--- config.mk ---
export PLATFORM = sky130hd
export DESIGN_NAME = fsp_ctrl
export DESIGN_NICKNAME = d
export VERILOG_FILES = /design/src/hw/fsp_pkg.sv /design/src/hw/fsp_ctrl.sv
export SDC_FILE = /design/constraint.sdc
export NUM_CORES = 1
export LEC_CHECK = 0
export BUFFER_PORTS_ARGS = -buffer_cell sky130_fd_sc_hd__buf_2
export CORE_MARGIN = 4
export CORE_UTILIZATION = 58
export CTS_CLUSTER_DIAMETER = 60
export DETAILED_ROUTE_END_ITERATION = 12
export PLACE_DENSITY = 0.9
export SLEW_MARGIN = 25
export SYNTH_ARGS = -nofsm -noshare
export SYNTH_HDL_FRONTEND = slang
export SYNTH_SLANG_ARGS = --single-unit
--- constraint.sdc ---
create_clock -name pclk -period 6.3 [get_ports pclk]
set_input_delay 0.315 -clock pclk [delete_from_list [all_inputs] [get_ports pclk]]
set_output_delay 0.315 -clock pclk [all_outputs]
set_load 0.03 [all_outputs]
--- src/hw/fsp_pkg.sv ---
/*
  Package of the flash self-programming controller: register offsets,
  control bit positions, pointer codes, signature values and timing.
  Assumes a 250 MHz APB clock and a 16K program memory.
*/
`default_nettype none
package fsp_pkg;
  // ==================================================
  // Register map (byte addresses)
  localparam logic [7:0] A_CTRL = 8'h00;
  localparam logic [7:0] A_ZPTR = 8'h04;
  localparam logic [7:0] A_DATA = 8'h08;
  localparam logic [7:0] A_CMD  = 8'h0c;
  localparam logic [7:0] A_LDAT = 8'h10;
  localparam logic [7:0] A_BOOT = 8'h14;
  // ==================================================
  // Control/status bit positions
  localparam int B_OPEN  = 0;
  localparam int B_PAGE_ERASE_BIT = 1;
  localparam int B_PAGE_WRITE_BIT = 2;
  localparam int B_LOCK  = 3;
  localparam int B_REEN  = 4;
  localparam int B_SIGNATURE_READ_BIT = 5;
  localparam int C_STORE = 0;
  localparam int C_LOAD  = 1;
  localparam logic [5:0] CTRL_RST = 6'h00;
  // ==================================================
  // Timed windows, counted in cycles after the control write
  localparam logic [2:0] LOAD_WIN  = 3'h3;
  localparam logic [2:0] STORE_WIN = 3'h4;
  // ==================================================
  // Pointer codes
  localparam logic [15:0] Z_FLB   = 16'h0000;
  localparam logic [15:0] Z_LOCK  = 16'h0001;
  localparam logic [15:0] Z_EFB   = 16'h0002;
  localparam logic [15:0] Z_FHB   = 16'h0003;
  localparam logic [15:0] Z_ID1   = 16'h0000;
  localparam logic [15:0] Z_CAL   = 16'h0001;
  localparam logic [15:0] Z_ID2   = 16'h0002;
  localparam logic [15:0] Z_ID3   = 16'h0004;
  localparam logic [15:0] Z_TSOFF = 16'h0005;
  localparam logic [15:0] Z_TSGN  = 16'h0007;
  // Signature values: arbitrary, stand-ins for the real ones
  localparam logic [7:0] SIG_ID1   = 8'h11;
  localparam logic [7:0] SIG_ID2   = 8'h22;
  localparam logic [7:0] SIG_ID3   = 8'h33;
  localparam logic [7:0] SIG_CAL   = 8'h80;
  localparam logic [7:0] SIG_TSOFF = 8'h00;
  localparam logic [7:0] SIG_TSGN  = 8'h80;
  localparam logic [7:0] RD_NONE   = 8'hff;
  localparam logic [3:0] EFB_PAD   = 4'hf;
  localparam logic [7:0] LOCK_MASK = 8'h3c;
  // ==================================================
  // Boot section layout (word addresses)
  localparam int BSZ_HI = 2;
  localparam int BSZ_LO = 1;
  localparam logic [12:0] BOOT_11 = 13'h1f00;
  localparam logic [12:0] BOOT_10 = 13'h1e00;
  localparam logic [12:0] BOOT_01 = 13'h1c00;
  localparam logic [12:0] BOOT_00 = 13'h1800;
  localparam logic [12:0] RWW_END = 13'h1800;
  // ==================================================
  // Programming time
  localparam int PROG_MIN_US = 3700;
  localparam int PROG_MAX_US = 4500;
  localparam int CLK_MHZ     = 250;
  localparam int PROG_MIN_CYC = PROG_MIN_US * CLK_MHZ;
  localparam int PROG_MAX_CYC = PROG_MAX_US * CLK_MHZ;
endpackage
`default_nettype wire

--- src/hw/fsp_ctrl.sv ---
/*
  Flash self-programming controller: timed store/load commands over APB,
  fuse, lock and signature read-back, page erase/write sequencing and
  boot section decode.
  Assumes: fuse and lock pins are asynchronous and static; flash_rdata
  is combinational from nvm_addr on pclk; por_n only falls at power-up.
*/
// Behaviour
// - Timed load at pointer 3 in lock mode returns high fuse byte.
// - Pointer 2 in lock mode returns extended fuse, four valid low bits.
// - Programmed fuse or lock bits read zero, unprogrammed read one.
// - Timed load in signature mode returns the addressed signature byte.
// - Signature mode clears after its load or after three idle cycles.
// - With modes clear, a load is an ordinary flash read.
// - Signature identity bytes sit at pointers 0, 2 and 4.
// - Calibration at 1, sensor offset at 5, sensor gain at 7.
// - Other signature pointers are reserved and unreliable.
// - A flash write in progress finishes despite a system reset.
// - Erase, page write and lock write last 3.7 to 4.5 ms.
// - Busy read-while-write section stays unreadable until re-enabled.
// - During erase or write the busy section is not readable.
// - Boot code 11: 256 words at 0x1F00; 10: 512 at 0x1E00.
// - Code 01: 1024 at 0x1C00; 00: 2048 at 0x1800.
// - Lock-mode load returns lock bits at 1, low fuse at 0.
// - Lock mode clears without load in three or store in four; here a load in the fourth cycle leaves it set until a system reset.
// - EEPROM write blocks programming and fuse or lock reads.
`timescale 1ns/100ps
`default_nettype none
module fsp_ctrl
  import fsp_pkg::*;
#(
  parameter int PROG_CYCLES = PROG_MIN_CYC
) (
  input  wire logic        pclk,
  input  wire logic        presetn,
  input  wire logic        por_n,
  input  wire logic        psel,
  input  wire logic        penable,
  input  wire logic        pwrite,
  input  wire logic [7:0]  paddr,
  input  wire logic [31:0] pwdata,
  output logic      [31:0] prdata,
  output logic             pready,
  output logic             pslverr,
  input  wire logic        eeprom_write_busy_bit,
  input  wire logic [7:0]  low_fuse_byte,
  input  wire logic [7:0]  high_fuse_byte,
  input  wire logic [3:0]  extended_fuse_byte,
  input  wire logic [7:0]  lock_bits,
  input  wire logic [7:0]  flash_rdata,
  output logic      [15:0] nvm_addr,
  output logic      [15:0] nvm_wdata,
  output logic             nvm_buf_load,
  output logic             nvm_buf_clear,
  output logic             nvm_erase,
  output logic             nvm_page_write,
  output logic             nvm_lock_write,
  output logic             nvm_busy,
  output logic             rw_section_busy_flag,
  output logic      [12:0] boot_start
);
  // ==================================================
  // State
  typedef struct packed {
    logic [5:0]  ctrl;
    logic        read_while_write_section;
    logic [2:0]  win;
    logic [15:0] z;
    logic [15:0] data;
    logic [7:0]  ldat;
    logic [31:0] rd;
    logic        ready;
    logic        err;
    logic        ld;
    logic        clr;
    logic        ers;
    logic        pwr;
    logic        lwr;
    logic        start;
    logic [7:0]  fl1, fl2, fh1, fh2, lk1, lk2;
    logic [3:0]  fe1, fe2;
    logic [12:0] boot;
  } fsp_st_t;

  // Timer on the power-on reset only, so a system reset cannot cut a write
  typedef struct packed {
    logic        busy;
    logic [20:0] cnt;
  } fsp_eng_t;

  fsp_st_t  s_r, s_nxt;
  fsp_eng_t e_r, e_nxt;

  logic wr, ee, armed, ld_ev, st_ev, lk_ld, sg_ld, in_rww;
  logic [7:0] ld_val;

  assign wr     = psel && penable && pwrite;
  assign ee     = eeprom_write_busy_bit;
  assign armed  = s_r.ctrl[B_OPEN];
  assign ld_ev  = wr && paddr == A_CMD && pwdata[C_LOAD];
  assign st_ev  = wr && paddr == A_CMD && pwdata[C_STORE];
  assign in_rww = s_r.z[13:1] < RWW_END;
  assign lk_ld  = armed && s_r.win < LOAD_WIN && s_r.ctrl[B_LOCK] && !ee;
  assign sg_ld  = armed && s_r.win < LOAD_WIN && s_r.ctrl[B_SIGNATURE_READ_BIT];

  // ==================================================
  // Load data selection; fuse pins already carry 0 for programmed bits
  always_comb begin
    if (lk_ld) begin
      unique case (s_r.z)
        Z_FLB:   ld_val = s_r.fl2;
        Z_LOCK:  ld_val = s_r.lk2;
        Z_EFB:   ld_val = {EFB_PAD, s_r.fe2};
        Z_FHB:   ld_val = s_r.fh2;
        default: ld_val = RD_NONE;
      endcase
    end else if (sg_ld) begin
      unique case (s_r.z)
        Z_ID1:   ld_val = SIG_ID1;
        Z_ID2:   ld_val = SIG_ID2;
        Z_ID3:   ld_val = SIG_ID3;
        Z_CAL:   ld_val = SIG_CAL;
        Z_TSOFF: ld_val = SIG_TSOFF;
        Z_TSGN:  ld_val = SIG_TSGN;
        default: ld_val = RD_NONE;
      endcase
    end else if (s_r.read_while_write_section && in_rww) begin
      ld_val = RD_NONE;
    end else begin
      ld_val = flash_rdata;
    end
  end

  // ==================================================
  // Main next state
  always_comb begin
    s_nxt = s_r;
    s_nxt.ld    = 1'b0;
    s_nxt.clr   = 1'b0;
    s_nxt.ers   = 1'b0;
    s_nxt.pwr   = 1'b0;
    s_nxt.lwr   = 1'b0;
    s_nxt.start = 1'b0;
    s_nxt.ready = 1'b1;
    s_nxt.fl1 = low_fuse_byte;
    s_nxt.fl2 = s_r.fl1;
    s_nxt.fh1 = high_fuse_byte;
    s_nxt.fh2 = s_r.fh1;
    s_nxt.fe1 = extended_fuse_byte;
    s_nxt.fe2 = s_r.fe1;
    s_nxt.lk1 = lock_bits;
    s_nxt.lk2 = s_r.lk1;
    unique case ({s_r.fh2[BSZ_HI], s_r.fh2[BSZ_LO]})
      2'b11: s_nxt.boot = BOOT_11;
      2'b10: s_nxt.boot = BOOT_10;
      2'b01: s_nxt.boot = BOOT_01;
      2'b00: s_nxt.boot = BOOT_00;
    endcase
    if (armed && s_r.win != STORE_WIN) begin
      s_nxt.win = s_r.win + 3'h1;
    end
    if (ld_ev) begin
      s_nxt.ldat = ld_val;
      if (lk_ld || sg_ld) begin
        s_nxt.ctrl = CTRL_RST;
      end
    end else if (st_ev && armed && s_r.win < STORE_WIN && !s_r.ctrl[B_SIGNATURE_READ_BIT] && !ee) begin
      s_nxt.ctrl = CTRL_RST;
      if (s_r.ctrl[B_PAGE_ERASE_BIT]) begin
        s_nxt.ers   = 1'b1;
        s_nxt.start = 1'b1;
        s_nxt.read_while_write_section   = s_r.read_while_write_section || in_rww;
      end else if (s_r.ctrl[B_PAGE_WRITE_BIT]) begin
        s_nxt.pwr   = 1'b1;
        s_nxt.clr   = 1'b1;
        s_nxt.start = 1'b1;
        s_nxt.read_while_write_section   = s_r.read_while_write_section || in_rww;
      end else if (s_r.ctrl[B_LOCK]) begin
        s_nxt.lwr   = 1'b1;
        s_nxt.start = 1'b1;
      end else if (s_r.ctrl[B_REEN]) begin
        s_nxt.read_while_write_section = 1'b0;
        s_nxt.clr = 1'b1;
      end else begin
        s_nxt.ld = 1'b1;
      end
    end else if (armed && s_r.win == (s_r.ctrl[B_SIGNATURE_READ_BIT] ? LOAD_WIN : STORE_WIN) - 3'h1) begin
      s_nxt.ctrl = CTRL_RST;
    end
    // Refused while busy or EEPROM is writing; software polls for this
    if (wr && paddr == A_CTRL && !armed && !e_r.busy && !ee && pwdata[B_OPEN]) begin
      s_nxt.ctrl = pwdata[5:0];
      s_nxt.win  = 3'h0;
    end
    if (wr && paddr == A_ZPTR) begin
      s_nxt.z = pwdata[15:0];
    end
    if (wr && paddr == A_DATA) begin
      s_nxt.data = pwdata[15:0];
    end
    // Read data and error are decided in the setup phase
    if (psel && !penable) begin
      s_nxt.err = 1'b0;
      unique case (paddr)
        // Start pulse covers the cycle before the timer raises busy
        A_CTRL:  s_nxt.rd = {25'h0, s_r.read_while_write_section, s_r.ctrl[5:1], s_r.ctrl[B_OPEN] || s_r.start || e_r.busy};
        A_ZPTR:  s_nxt.rd = {16'h0, s_r.z};
        A_DATA:  s_nxt.rd = {16'h0, s_r.data};
        A_CMD:   s_nxt.rd = 32'h0;
        A_LDAT:  s_nxt.rd = {24'h0, s_r.ldat};
        A_BOOT:  s_nxt.rd = {19'h0, s_r.boot};
        default: begin
          s_nxt.rd  = 32'h0;
          s_nxt.err = 1'b1;
        end
      endcase
    end
  end

  // ==================================================
  // Programming timer
  always_comb begin
    e_nxt = e_r;
    if (s_r.start && !e_r.busy) begin
      e_nxt.busy = 1'b1;
      e_nxt.cnt  = 21'(PROG_CYCLES - 1);
    end else if (e_r.busy) begin
      if (e_r.cnt == 21'h0) begin
        e_nxt.busy = 1'b0;
      end else begin
        e_nxt.cnt = e_r.cnt - 21'h1;
      end
    end
  end

  always_ff @(posedge pclk or negedge presetn) begin
    if (!presetn) begin
      s_r <= '0;
    end else begin
      s_r <= s_nxt;
    end
  end

  always_ff @(posedge pclk or negedge por_n) begin
    if (!por_n) begin
      e_r <= '0;
    end else begin
      e_r <= e_nxt;
    end
  end

  assign prdata               = s_r.rd;
  assign pready               = s_r.ready;
  assign pslverr              = s_r.err;
  assign nvm_addr             = s_r.z;
  assign nvm_wdata            = s_r.data;
  assign nvm_buf_load         = s_r.ld;
  assign nvm_buf_clear        = s_r.clr;
  assign nvm_erase            = s_r.ers;
  assign nvm_page_write       = s_r.pwr;
  assign nvm_lock_write       = s_r.lwr;
  assign nvm_busy             = e_r.busy;
  assign rw_section_busy_flag = s_r.read_while_write_section;
  assign boot_start           = s_r.boot;
endmodule
`default_nettype wire

---- Yosys cells after proc, flatten, opt, wreduce, memory -nomap -nowiden ----
Cells that the tools add are included.
storage, ports and cells
  logic and storage cells ................. 138
  input port bits ......................... 83
  output and inout bits ................... 86
  register bits after elaboration ......... 181
operators by class
  bitwise logic cells ..................... 1
  order comparisons ....................... 3
  equal/unequal tests ..................... 19
  reductions and logical operators ........ 47
  add/subtract/negate cells ............... 3
  multiplexer cells ....................... 39
operators with widths
  operator               number
  $pmux 16 s5            1
  $pmux 13 s4            1
  $eq 16x3->1 const B    3
  $mux 22                2
  $mux 6                 7
  $pmux 8 s5             1
  $eq 16x2->1 const B    2
  $pmux 8 s4             1
  $logic_and 1x1->1      25
  $mux 8                 3
  $logic_not 21->1       1
  $mux 21                1
  $sub 21x1->21 const B  1
  $eq 16x1->1 const B    1
  $eq 8x4->1 const B     2
  $eq 8x5->1 const B     2
  $logic_not 16->1       1
  $mux 1                 15
  $lt 13x13->1 const B   1
  $mux 3                 3
  $eq 8x3->1 const B     1
  $logic_not 8->1        1
  $mux 2                 4
  $ne 3x3->1 const B     2
  20 further kinds       30

---- Depth between registers and ports, before layout ----
Gate-level depths: netlist (run 1).
  word-level depth ........................ 11
  gate-level depth with buffers ........... 7
  mapped depth without buffers ............ 7

---- Worst setup path before layout (run 1) ----
OpenSTA, ideal clock, no wires.
  path type ............................... input -> register
  start ................................... input paddr[0]
  end ..................................... register s_r (netlist bit nvm_addr[10])
  setup time .............................. 0.128 ns
  cell stages on the path ................. 5
  slack ................................... 4.202 ns
  required time ........................... 6.172 ns
  buffers on the path ..................... 1
  arrival ................................. 1.970 ns
  path through ............................ or4_4 > nor4_4 > nand2_2 > buf_2 > mux2_1
between the ends
  word-level cells in the longest chain between the ends .. 2
RTL lines
  item                  line             source
  from (decl)           fsp_ctrl.sv:40   input wire logic [7:0] paddr,
  $eq 8x3->1            fsp_ctrl.sv:195  if (wr && paddr == A_ZPTR) begin
  $logic_and 1x1->1     fsp_ctrl.sv:195
  to (signal assigned)  fsp_ctrl.sv:240  s_r <= s_nxt;
  to (decl)             fsp_ctrl.sv:91   fsp_st_t s_r, s_nxt;
No other way between the ends.
A chain may end at the register's enable or synchronous reset.

---- Final worst setup path (run 1) ----
  start ................................... register e_r[0] (netlist bit)
  end ..................................... register e_r[9] (netlist bit)
between the ends
  word-level cells in the longest chain between the ends .. 4
  elaborated cells between the ends (all ways) .. 7
  those cells by class .................... add/sub: 1; eq/ne: 1; mux: 3; reduce/logical: 2
RTL lines
  item                    line             source
  from (decl)             fsp_ctrl.sv:92   fsp_eng_t e_r, e_nxt;
  from (signal assigned)  fsp_ctrl.sv:248  e_r <= e_nxt;
  $sub 21x1->21           fsp_ctrl.sv:231  e_nxt.cnt = e_r.cnt - 21'h1;
  $mux 21                 fsp_ctrl.sv:228  if (e_r.cnt == 21'h0) begin
  $mux 22                 fsp_ctrl.sv:227  end else if (e_r.busy) begin
  $mux 22                 fsp_ctrl.sv:224  if (s_r.start && !e_r.busy) begin
Parallel ways exist; a longest one is shown, timed or not. The select of a mux whose other input is x is not followed.

==> results.py, run 1 <==
metrics = {
    "global_route": {
        "grt_max_degree": 88,
        "grt_usage_pct": 24.73,
        "grt_pass1_vias": 5332,
        "antenna_found_initial": 1,
        "grt.overflow.total": 0,
        "grt_pass1_wl_mm": 27.29,
    },
    "timing": {
        "max_freq_mhz": 411.8,
        "finClkSkew_ns": 0.01144,
        "timing_hold_violations_final": 0,
        "worst_slew_pin_slew_ns": 0.9771,
        "period_minus_slack_ns": 2.428,
        "period_share_pct": 38.55,
        "finalMaxSlewViolations": 0,
        "rsz0062_at_grt": "no",
        "fin_ws_ns": 3.872,
        "maxSlewHeadroom_pct": 34.73,
        "finalSetupViolCount": 0,
        "setup_tns_ns": 0,
    },
    "die": {
        "start_util_pct": 59.02,
        "rows": 40,
        "die_w_um": 118.3,
        "die-area_mm2": 0.01400,
        "ios": 169,
        "core_mm2": 0.01196,
        "die_h_um": 118.3,
    },
    "placed_design": {
        "port_buffers": 128,
        "post-place-ws_ns": 3.713,
        "gp_congestion": 0.9411,
        "hpwl_mm": 11.59,
    },
    "worst_hold_path": {
        "hold_path_depth": 1,
        "min_from": "extended_fuse_byte[2]",
        "min_to": "s_nxt[15]",
        "hold_class": "input pin to flop",
    },
    "cells_and_area": {
        "most-common-layout-cells": "155 x dfrtp_1, 127 x buf_2, 54 x nand2_1, 38 x o21ai_0, 31 x nor2_1",
        "syn_to_final_growth_pct": 15.93,
        "antenna_cells": 0,
        "layout_commonest_cell": "dfrtp_1",
        "final_nets": 811,
        "layout-drive-gt1-share_pct": 26.73,
    },
    "clock_tree": {
        "clock-sinks": 155,
        "cts_buffer_depth": 2,
        "insertion_delay_ns": 0.42,
        "cts_max_level": 4,
        "cts_made_buffers": 17,
        "tritoncts": "yes",
        "path_clk_slew_ns": 0.06,
        "cts-root-buf": "clkbuf_16",
        "cts_resized": 0,
    },
    "setup_path": {
        "cp.arrival_ns": 2.73,
        "crit_type": "flop to flop",
        "ff2ff_setup_slack_ns": 3.87,
        "end_kind": "flop",
        "cp-start-kind": "flop",
        "crit_required_ns": 6.60,
        "r2r_cells": 7,
        "rr_endpoint": "e_r[9]",
        "critPathMaxFanout": 10,
        "rr_startpoint": "e_r[0]",
    },
    "pwr": {
        "power_w": 0.002157,
        "powerDensity_mw_per_mm2": 263.6,
        "power_leakage_nw": 4.076,
        "ir_drop_mv": 0.3291,
    },
    "yosys": {
        "synth_cell_types": 66,
        "synth_edf_count": 0,
        "ys.flop_type": "dfrtp_1",
        "synth_seq_area_share_pct": 54.95,
        "syn_area_per_cell_um2": 11.29,
        "mappedNetlistArea_mm2": 0.007059,
        "netlist_instances": 625,
        "synth_warnings": 0,
        "ys_ff_latch": 155,
        "async_flop_share_pct": 100.0,
    },
    "drt": {
        "wl_per_cell_um": 19.17,
        "ant_nets": 0,
        "num_vias": 5233,
        "remaining_drc_errors": 0,
        "drt-initial-drc-count": 547,
        "firstDrtPassIters": 8,
        "wl_mm": 16.94,
        "via_per_inst": 5.920,
    },
    "run": {
        "drv_cap": 0,
    },
    "outcome": {
        "outcome": "finished, final reports clean",
    },
}
[report_power, final]
group / leakage [nW] / total (W) / switching, W / internal, W
Clock: 0.270 / 0.000972 / 0.000406 / 0.000566
Combinational: 1.80 / 0.000144 / 0.0000921 / 0.0000523
Sequential: 2.00 / 0.00104 / 0.0000175 / 0.00102
Total: 4.08 / 0.00216 / 0.000515 / 0.00164
[how the worst max path moves through the flow]
stage                         from           end  cells past startpoint
after global routing        e_r[0]       e_r[15]                      7
final                       e_r[0]        e_r[9]                      7
after global placement    paddr[0]   nvm_addr[7]                      5
after floorplan           paddr[0]  nvm_addr[10]                      5
after detailed placement  paddr[0]  nvm_addr[14]                      5
after CTS                   e_r[0]        e_r[9]                      7
[state kept, by name (all words and copies together), names as in the netlist]
| register | flops |
|---|---|
| armed | 1 |
| boot_start | 4 |
| e_r | 21 |
| nvm_addr | 16 |
| nvm_buf_clear | 1 |
| nvm_buf_load | 1 |
| nvm_busy | 1 |
| nvm_erase | 1 |
| nvm_lock_write | 1 |
| nvm_page_write | 1 |
| nvm_wdata | 16 |
| prdata | 16 |
| pslverr | 1 |
| rw_section_busy_flag | 1 |
| s_nxt | 28 |
| s_r | 45 |
[synthesized netlist by cell type (8+ instances only)]
| cell | number | area share, % |
|---|---|---|
| buf_4 | 77 | 8.2 |
| nand2_1 | 54 | 2.9 |
| mux2i_1 | 18 | 2.6 |
| mux2_2 | 17 | 2.7 |
| mux2_1 | 20 | 3.2 |
| nor2_1 | 31 | 1.6 |
| a21oi_1 | 21 | 1.5 |
| inv_1 | 11 | 0.58 |
| dfrtp_1 | 155 | 55 |
| o21ai_0 | 38 | 2.7 |
| nor3_1 | 15 | 1.1 |
| clkbuf_1 | 17 | 0.90 |
| a22oi_1 | 11 | 1.2 |
| nand3_1 | 8 | 0.57 |
[metrics by stage]
step | cells | hold slack, ns | util (%) | instance area [um2]
3_5_place_dp | 824 | 0.3018 | 61.15 | 7315
2_1_floorplan | 648 | 0.01941 | - | 7146
3_3_place_gp | 824 | 0.2882 | 61.15 | 7315
4_1_cts | 880 | 0.001656 | 68.00 | 8134
6_report | 884 | 0.01227 | 68.42 | 8184
5_1_grt | 884 | 0.008114 | 68.42 | 8184
[timing repair]
item / in CTS / in global routing
hold endpoints to repair: 91 / 4
setup buffers: 0 / 0
hold buffers: 25 / 4
[layer usage]
layer,share of wire (%),GRT usage (%),vias to the layer above
li1,-,-,2305
met1,38,30.13,2571
met2,51,41.48,298
met3,8.4,7.990,57
met4,2.7,8.718,2
met5,0.041,0,-
[final cells by class]
cell class	instances	area (um2)
clock buffer	19	452.9
clock inverter	12	116.4
fill	786	3777
inverter	11	41.29
multi-input combinational	381	2559
sequential	155	3879
tap	147	183.9
timing repair buffer	159	952.2
[critical path: stages, from the launching register on]
cell and delay (ns):
dfrtp_1 0.37, inv_1 0.13, ha_1 0.21, nor4b_1 0.50, nand4b_2 0.33, o21ai_1 0.37
mux2i_1 0.12, a211o_1 0.28
[kinds of logic after synthesis]
group	synth area share (%)
compound gates	10.53
xor+xnor	1.613
fa+ha+maj	0.5318
buf+inv	10.12
flops	54.95
mux	9.731
other cells	0.1064
simple gates	12.42
Note: power is estimated with default switching activity, not from simulation.
==> run 2: changes to the inputs <==
Settings changed: CORE_UTILIZATION 58 to 49, PLACE_DENSITY 0.9 to 0.82.
Clock period 6.3 ns to 2.1 ns, I/O delays scaled along.
==> run 2 against run 1 <==
  * Global-route usage down 2.7 points
  * Via count shrank 0.71%
  * Total power increased to 3.1 times the previous value
  * Clock skew fell by 0.0047 ns
  * Sequential power increased to 3.0 times the previous value
  * Register-to-register slack lost 3.8 ns
  * Clock power rose to 3.2 times the previous value
  * Design area increased by 7.4%
  * Critical endpoint is now e_r[13]
  * Largest cell class unchanged
  * Largest power group unchanged
==> results.py, run 2 (synthesized netlist as in run 1, its figures left out) <==
metrics = {
    "cells_and_area": {
        "most-common-layout-cells": "155 x dfrtp_1, 127 x buf_2, 54 x nand2_1, 47 x buf_4, 45 x dlygate4sd3_1",
        "final_nets": 872,
        "fill_cells": 1093,
        "largest_reg_flops": 45,
        "layout_commonest_cell": "dfrtp_1",
        "top_register": "s_r",
        "layout-drive-gt1-share_pct": 31.04,
        "fin_util_pct": 62.85,
        "multi_input_area_mm2": 0.002582,
        "final_area_mm2": 0.008792,
        "syn_to_final_growth_pct": 24.55,
        "regArea_mm2": 0.003879,
    },
    "clock_tree": {
        "cts_buffer_depth": 2,
        "path_clk_slew_ns": 0.07,
        "tritoncts": "yes",
        "clock-sinks": 155,
        "insertion_delay_ns": 0.43,
        "cts-root-buf": "clkbuf_16",
        "cts_made_buffers": 17,
        "cts_max_level": 4,
    },
    "placed_design": {
        "port_buffers": 128,
        "dpl_cell_area_mm2": 0.007699,
        "gp_congestion": 0.8393,
        "hpwl_mm": 12.07,
    },
    "setup_path": {
        "worstPathCellList": "buf_4 > nor2_1 > and4_1 > o211ai_1 > buf_4 > or4_1 > a21oi_2",
        "cp.arrival_ns": 2.37,
        "end_kind": "flop",
        "rr_startpoint": "e_r[6]",
        "crit_path_end": "e_r[13]",
        "cpMostUsedCell": "buf_4",
        "crit_type": "flop to flop",
        "critPathMaxFanout": 5,
        "cp-start-kind": "flop",
        "r2r_cells": 7,
        "ff2ff_setup_slack_ns": 0.08,
        "rr_endpoint": "e_r[13]",
        "crit_start": "e_r[6]",
        "crit_required_ns": 2.46,
        "max_stage_delay_ns": 0.43,
        "slowest_stage": "or4_1",
    },
    "global_route": {
        "grt_pass1_wl_mm": 27.71,
        "antenna_found_initial": 1,
        "grt.overflow.total": 0,
        "grt_max_degree": 69,
        "grt_usage_pct": 22.05,
        "grt_pass1_vias": 5361,
    },
    "die": {
        "rows": 43,
        "start_util_pct": 50.47,
        "ios": 169,
        "die-area_mm2": 0.01639,
        "die_w_um": 128.0,
        "die_h_um": 128.0,
        "core_mm2": 0.01399,
    },
    "pwr": {
        "ir_drop_mv": 0.8510,
        "pwr-share-seq_pct": 46.5,
        "p_clk_share_pct": 46.2,
        "p_int_w": 0.004966,
        "powerDensity_mw_per_mm2": 761.4,
        "p_sw_share_pct": 25.82,
        "switchingPower_w": 0.001728,
        "power_leakage_nw": 4.405,
        "power_w": 0.006694,
        "p_comb_share_pct": 7.3,
    },
    "drt": {
        "firstDrtPassIters": 5,
        "ant_nets": 0,
        "wl_per_cell_um": 17.78,
        "drt-initial-drc-count": 270,
        "via_per_inst": 5.302,
        "remaining_drc_errors": 0,
        "num_vias": 5196,
        "wl_mm": 17.42,
    },
    "timing": {
        "hold-worst-slack_ns": 0.03769,
        "timing_hold_violations_final": 0,
        "period_share_pct": 96.05,
        "setup_tns_ns": 0,
        "finalSetupViolCount": 0,
        "finalMaxSlewViolations": 0,
        "period_minus_slack_ns": 2.017,
        "worst_slew_pin_slew_ns": 0.6358,
        "finClkSkew_ns": 0.006772,
        "max_freq_mhz": 495.8,
        "maxSlewHeadroom_pct": 57.23,
    },
    "run": {
        "drv_cap": 0,
    },
    "worst_hold_path": {
        "hold_path_depth": 2,
        "hold_class": "input pin to flop",
    },
    "outcome": {
        "outcome": "finished, final reports clean",
    },
}
==> run 2: changes by cell type in the layout (fill, tap and decap cells not counted), moves of 2 or more <==
cell and delta:
buf_4 +45, clkbuf_8 -2, dlygate4sd3_1 +16, clkinv_8 +3, clkinvlp_4 -4, inv_8 +3
==> run 2: worst max-delay path, delay by kind of cell, from the launching register on <==
kind            cells  cell delay (ns)
flops               1             0.42
buf+inv             2             0.33
simple gates        3             0.95
compound gates      2             0.25
==> run 2: cell type report <==
type                    count  share of cell area (%)
multi-input cells         381                   29.37
repair buffers            220                   16.59
clock buffers              17                   4.838
flip-flops and latches    155                   44.12
diodes                      1                 0.02846
well taps                 180                   2.562
inverters                  11                  0.4696
clock inverters            15                   2.021
==> run 2: how the worst min path moves through the flow <==
| stage | endpoint | from | slack (ns) |
|---|---|---|---|
| 2_1_floorplan | armed | presetn | -0.19 |
| 3_3_place_gp | prdata[8] | presetn | 0.02 |
| 3_5_place_dp | prdata[8] | presetn | 0.02 |
| 4_1_cts | nvm_addr[1] | pwdata[1] | 0.03 |
| 5_1_grt | nvm_addr[1] | pwdata[1] | 0.05 |
| 6_report | nvm_addr[1] | pwdata[1] | 0.04 |
==> run 2: per-stage QoR <==
stage / std cells / worst slack (ns)
2_1_floorplan: 648 / 0.08943
3_3_place_gp: 901 / 0.09548
3_5_place_dp: 901 / 0.05328
4_1_cts: 978 / 0.03377
5_1_grt: 979 / -0.02910
6_report: 980 / 0.08303
==> run 2: per-layer routing <==
metal	wire (um)	vias up	track usage [%]
li1	-	2426	-
met4	525	2	9.114
met3	1258	44	5.708
met5	12	-	0
met1	6745	2513	26.93
met2	8878	211	37.25
==> run 2: power groups by stage <==
| stage | logic [W] | clock network (W) | registers, W |
|---|---|---|---|
| after floorplan | 0.000262 | 0 | 0.00316 |
| after global placement | 0.000411 | 0 | 0.00316 |
| after detailed placement | 0.000418 | 0 | 0.00317 |
| after CTS | 0.000485 | 0.00312 | 0.00311 |
| after global routing | 0.000535 | 0.00326 | 0.00312 |
| final | 0.000487 | 0.00309 | 0.00311 |
==> run 2: repair_timing <==
| item | in CTS | in global routing |
|---|---|---|
| setup buffers | 0 | 1 |
| hold endpoints to repair | 174 | 0 |
| resized for setup | 0 | 8 |
| endpoints found under the setup margin | 0 | 15 |
| hold buffers | 45 | 0 |
==> run 3: changes to the inputs <==
Settings changed: ABC_AREA from default to 1, CORE_ASPECT_RATIO from default to 0.7, PLACE_DENSITY 0.82 to 0.76.
==> run 3 against run 2 <==
  * Clock power rose by 3%
  * Die area rose by 5.0%
  * Flip-flop and latch count did not move
  * Combinational power rose by 7.4%
  * Non-clock buffer count fell by 38
  * Design area rose by 0.56%
  * Largest cell class unchanged
==> results.py, run 3 <==
metrics = {
    "pwr": {
        "ir_drop_mv": 0.5298,
        "p_int_w": 0.005162,
        "switchingPower_w": 0.001644,
        "pwr-share-seq_pct": 45.7,
        "p_clk_share_pct": 46.6,
        "p_comb_share_pct": 7.7,
        "power_leakage_nw": 4.643,
        "p_sw_share_pct": 24.16,
        "powerDensity_mw_per_mm2": 769.8,
    },
    "die": {
        "die_h_um": 110.9,
        "start_util_pct": 50.23,
        "die_w_um": 155.1,
        "die-area_mm2": 0.01720,
        "core_mm2": 0.01477,
        "rows": 37,
        "ios": 169,
    },
    "yosys": {
        "synth_compound_area_share_pct": 8.079,
        "synth_top_area_share_pct": 52.29,
        "synth_edf_count": 0,
        "syn_area_per_cell_um2": 8.697,
        "synth_commonest_cells": "214 x nand2_1, 155 x dfrtp_1, 80 x buf_4",
        "synth_mux_area_share_pct": 0,
        "ys.flop_type": "dfrtp_1",
        "synth_area_leader_cell": "dfrtp_1",
        "yosys.area_share.simple_pct": 24.93,
        "synth.most_common_cell": "nand2_1",
        "synth.area.top_cells": "dfrtp_1 52%, nand2_1 11%, buf_4 8.1%",
        "synth_fa_ha_area_share_pct": 0.5060,
        "synth_seq_area_share_pct": 52.29,
        "netlist_instances": 853,
        "synth_warnings": 0,
        "ys_ff_latch": 155,
        "synth_cell_types": 45,
        "synth_xor_area_share_pct": 0.3542,
        "synth_top_family_by_area": "simple AND/OR/NAND/NOR gates",
        "mappedNetlistArea_mm2": 0.007418,
        "async_flop_share_pct": 100.0,
    },
    "cells_and_area": {
        "multi_input_area_mm2": 0.002613,
        "layout-drive-gt1-share_pct": 22.81,
        "most-common-layout-cells": "214 x nand2_1, 155 x dfrtp_1, 127 x buf_2, 77 x inv_1, 59 x nand3_1",
        "fill_cells": 1235,
        "largest_reg_flops": 45,
        "final_nets": 1068,
        "stdcell_count": 1190,
        "syn_to_final_growth_pct": 19.18,
        "final_area_mm2": 0.008841,
        "antenna_cells": 0,
        "top_register": "s_r",
        "layout_commonest_cell": "nand2_1",
        "regArea_mm2": 0.003879,
    },
    "clock_tree": {
        "cts_made_buffers": 17,
        "tritoncts": "yes",
        "path_clk_slew_ns": 0.06,
        "cts_setup_buffers": 0,
        "clock-sinks": 155,
        "cts-root-buf": "clkbuf_16",
        "cts_buffer_depth": 2,
        "cts_max_level": 4,
        "insertion_delay_ns": 0.43,
    },
    "timing": {
        "period_minus_slack_ns": 1.871,
        "period_share_pct": 89.10,
        "maxSlewHeadroom_pct": 53.46,
        "max_freq_mhz": 534.5,
        "rsz0062_at_grt": "no",
        "worst_slew_pin_slew_ns": 0.6981,
        "finalSetupViolCount": 0,
        "finalMaxSlewViolations": 0,
        "setup_tns_ns": 0,
        "timing_hold_violations_final": 0,
        "finClkSkew_ns": 0.02026,
    },
    "drt": {
        "drt-initial-drc-count": 523,
        "firstDrtPassIters": 5,
        "ant_nets": 0,
        "via_per_inst": 5.052,
        "remaining_drc_errors": 0,
        "num_vias": 6012,
        "wl_per_cell_um": 15.02,
        "wl_mm": 17.87,
    },
    "setup_path": {
        "cp-start-kind": "flop",
        "rr_endpoint": "s_r[109]",
        "crit_required_ns": 2.45,
        "end_kind": "flop",
        "r2r_cells": 12,
        "crit_type": "flop to flop",
        "critPathMaxFanout": 14,
        "rr_startpoint": "nvm_addr[11]",
        "cp.arrival_ns": 2.23,
        "ff2ff_setup_slack_ns": 0.23,
    },
    "global_route": {
        "grt_pass1_vias": 5725,
        "grt_pass1_wl_mm": 29.24,
        "antenna_found_initial": 0,
        "grt_usage_pct": 21.39,
        "grt_max_degree": 134,
        "grt.overflow.total": 0,
    },
    "worst_hold_path": {
        "min_from": "pwdata[4]",
        "min_to": "nvm_addr[4]",
        "hold_path_depth": 3,
        "hold_class": "input pin to flop",
    },
    "placed_design": {
        "hpwl_mm": 12.51,
        "place_inst": 1116,
        "gp_congestion": 0.8808,
        "port_buffers": 128,
        "dpl_cell_area_mm2": 0.007805,
    },
    "run": {
        "drv_cap": 0,
    },
    "outcome": {
        "outcome": "finished, final reports clean",
    },
}
-- run 3: changes by cell type after synthesis, sizes merged, moves of 11 or more --
cell,delta
nand2,+169
clkbuf,-13
inv,+75
mux2i,-18
nand4,+11
mux2,-37
nand3,+57
nor2,+41
o21ai,+32
-- run 3: cell type report --
cell class	instances	share of cell area [%]
Clock buffer	20	5.052
Timing Repair Buffer	182	13.19
Clock inverter	12	1.840
Tap cell	195	2.760
Inverter	87	3.736
Multi-Input combinational cell	539	29.55
Sequential cell	155	43.87
-- run 3: kinds of logic after synthesis --
group / Yosys count
buffers and inverters: 182
DFF: 155
other: 2
adders and majority gates: 3
and+or+nand+nor: 399
xor gates and xnor gates: 3
AOI/OAI and AO/OA: 109
-- run 3: critical path, stage by stage, from the launching register on --
cell and delay, ns:
dfrtp_1 0.41, nor2_1 0.13, nand2_1 0.13, nor2_4 0.31
buf_4 0.25, nand3_1 0.09, nand2_1 0.09, nor2_1 0.05
nand2_1 0.07, nand2_1 0.06, nand2_1 0.07, nor2_1 0.04
nor2_1 0.08
-- run 3: power groups by stage --
stage | Clock (W) | Sequential, W | Combinational, W
2_1_floorplan | 0 | 0.00316 | 0.000314
3_3_place_gp | 0 | 0.00316 | 0.000450
3_5_place_dp | 0 | 0.00316 | 0.000457
4_1_cts | 0.00320 | 0.00311 | 0.000520
5_1_grt | 0.00334 | 0.00312 | 0.000581
6_report | 0.00317 | 0.00311 | 0.000523
-- run 3: worst max path at each step --
stage | startpoint | to | slack (ns)
floorplan | e_r[0] | e_r[17] | 0.47
global placement | e_r[0] | e_r[15] | 0.29
detailed placement | e_r[0] | e_r[16] | 0.25
CTS | e_r[0] | e_r[16] | 0.24
global route | e_r[0] | e_r[15] | 0.02
finish | nvm_addr[11] | s_r[109] | 0.23
-- run 3: through the flow --
step                power [W]  util (%)  hold slack [ns]  worst slack [ns]
finish               0.006806     59.87          0.01216            0.2290
CTS                  0.006832     59.82         0.008756            0.2372
global placement     0.003610     52.85           0.1003            0.2921
detailed placement   0.003619     52.85           0.1063            0.2502
floorplan            0.003471         -          -0.1906            0.4681
global route         0.007035     59.87          0.03151           0.01826
-- run 3: timing repair --
item / 4_1_cts / 5_1_grt
hold endpoints to repair: 206 / 0
gates resized for setup: 0 / 1
setup endpoints to repair: 0 / 1
hold buffers: 42 / 0
-- run 3: routing by layer --
layer | track usage, % | vias up | part of all wire (%)
li1 | - | 2888 | -
met2 | 31.09 | 265 | 44
met5 | 0 | - | 0
met4 | 6.353 | 0 | 1.6
met3 | 6.789 | 24 | 9.9
met1 | 30.73 | 2835 | 45
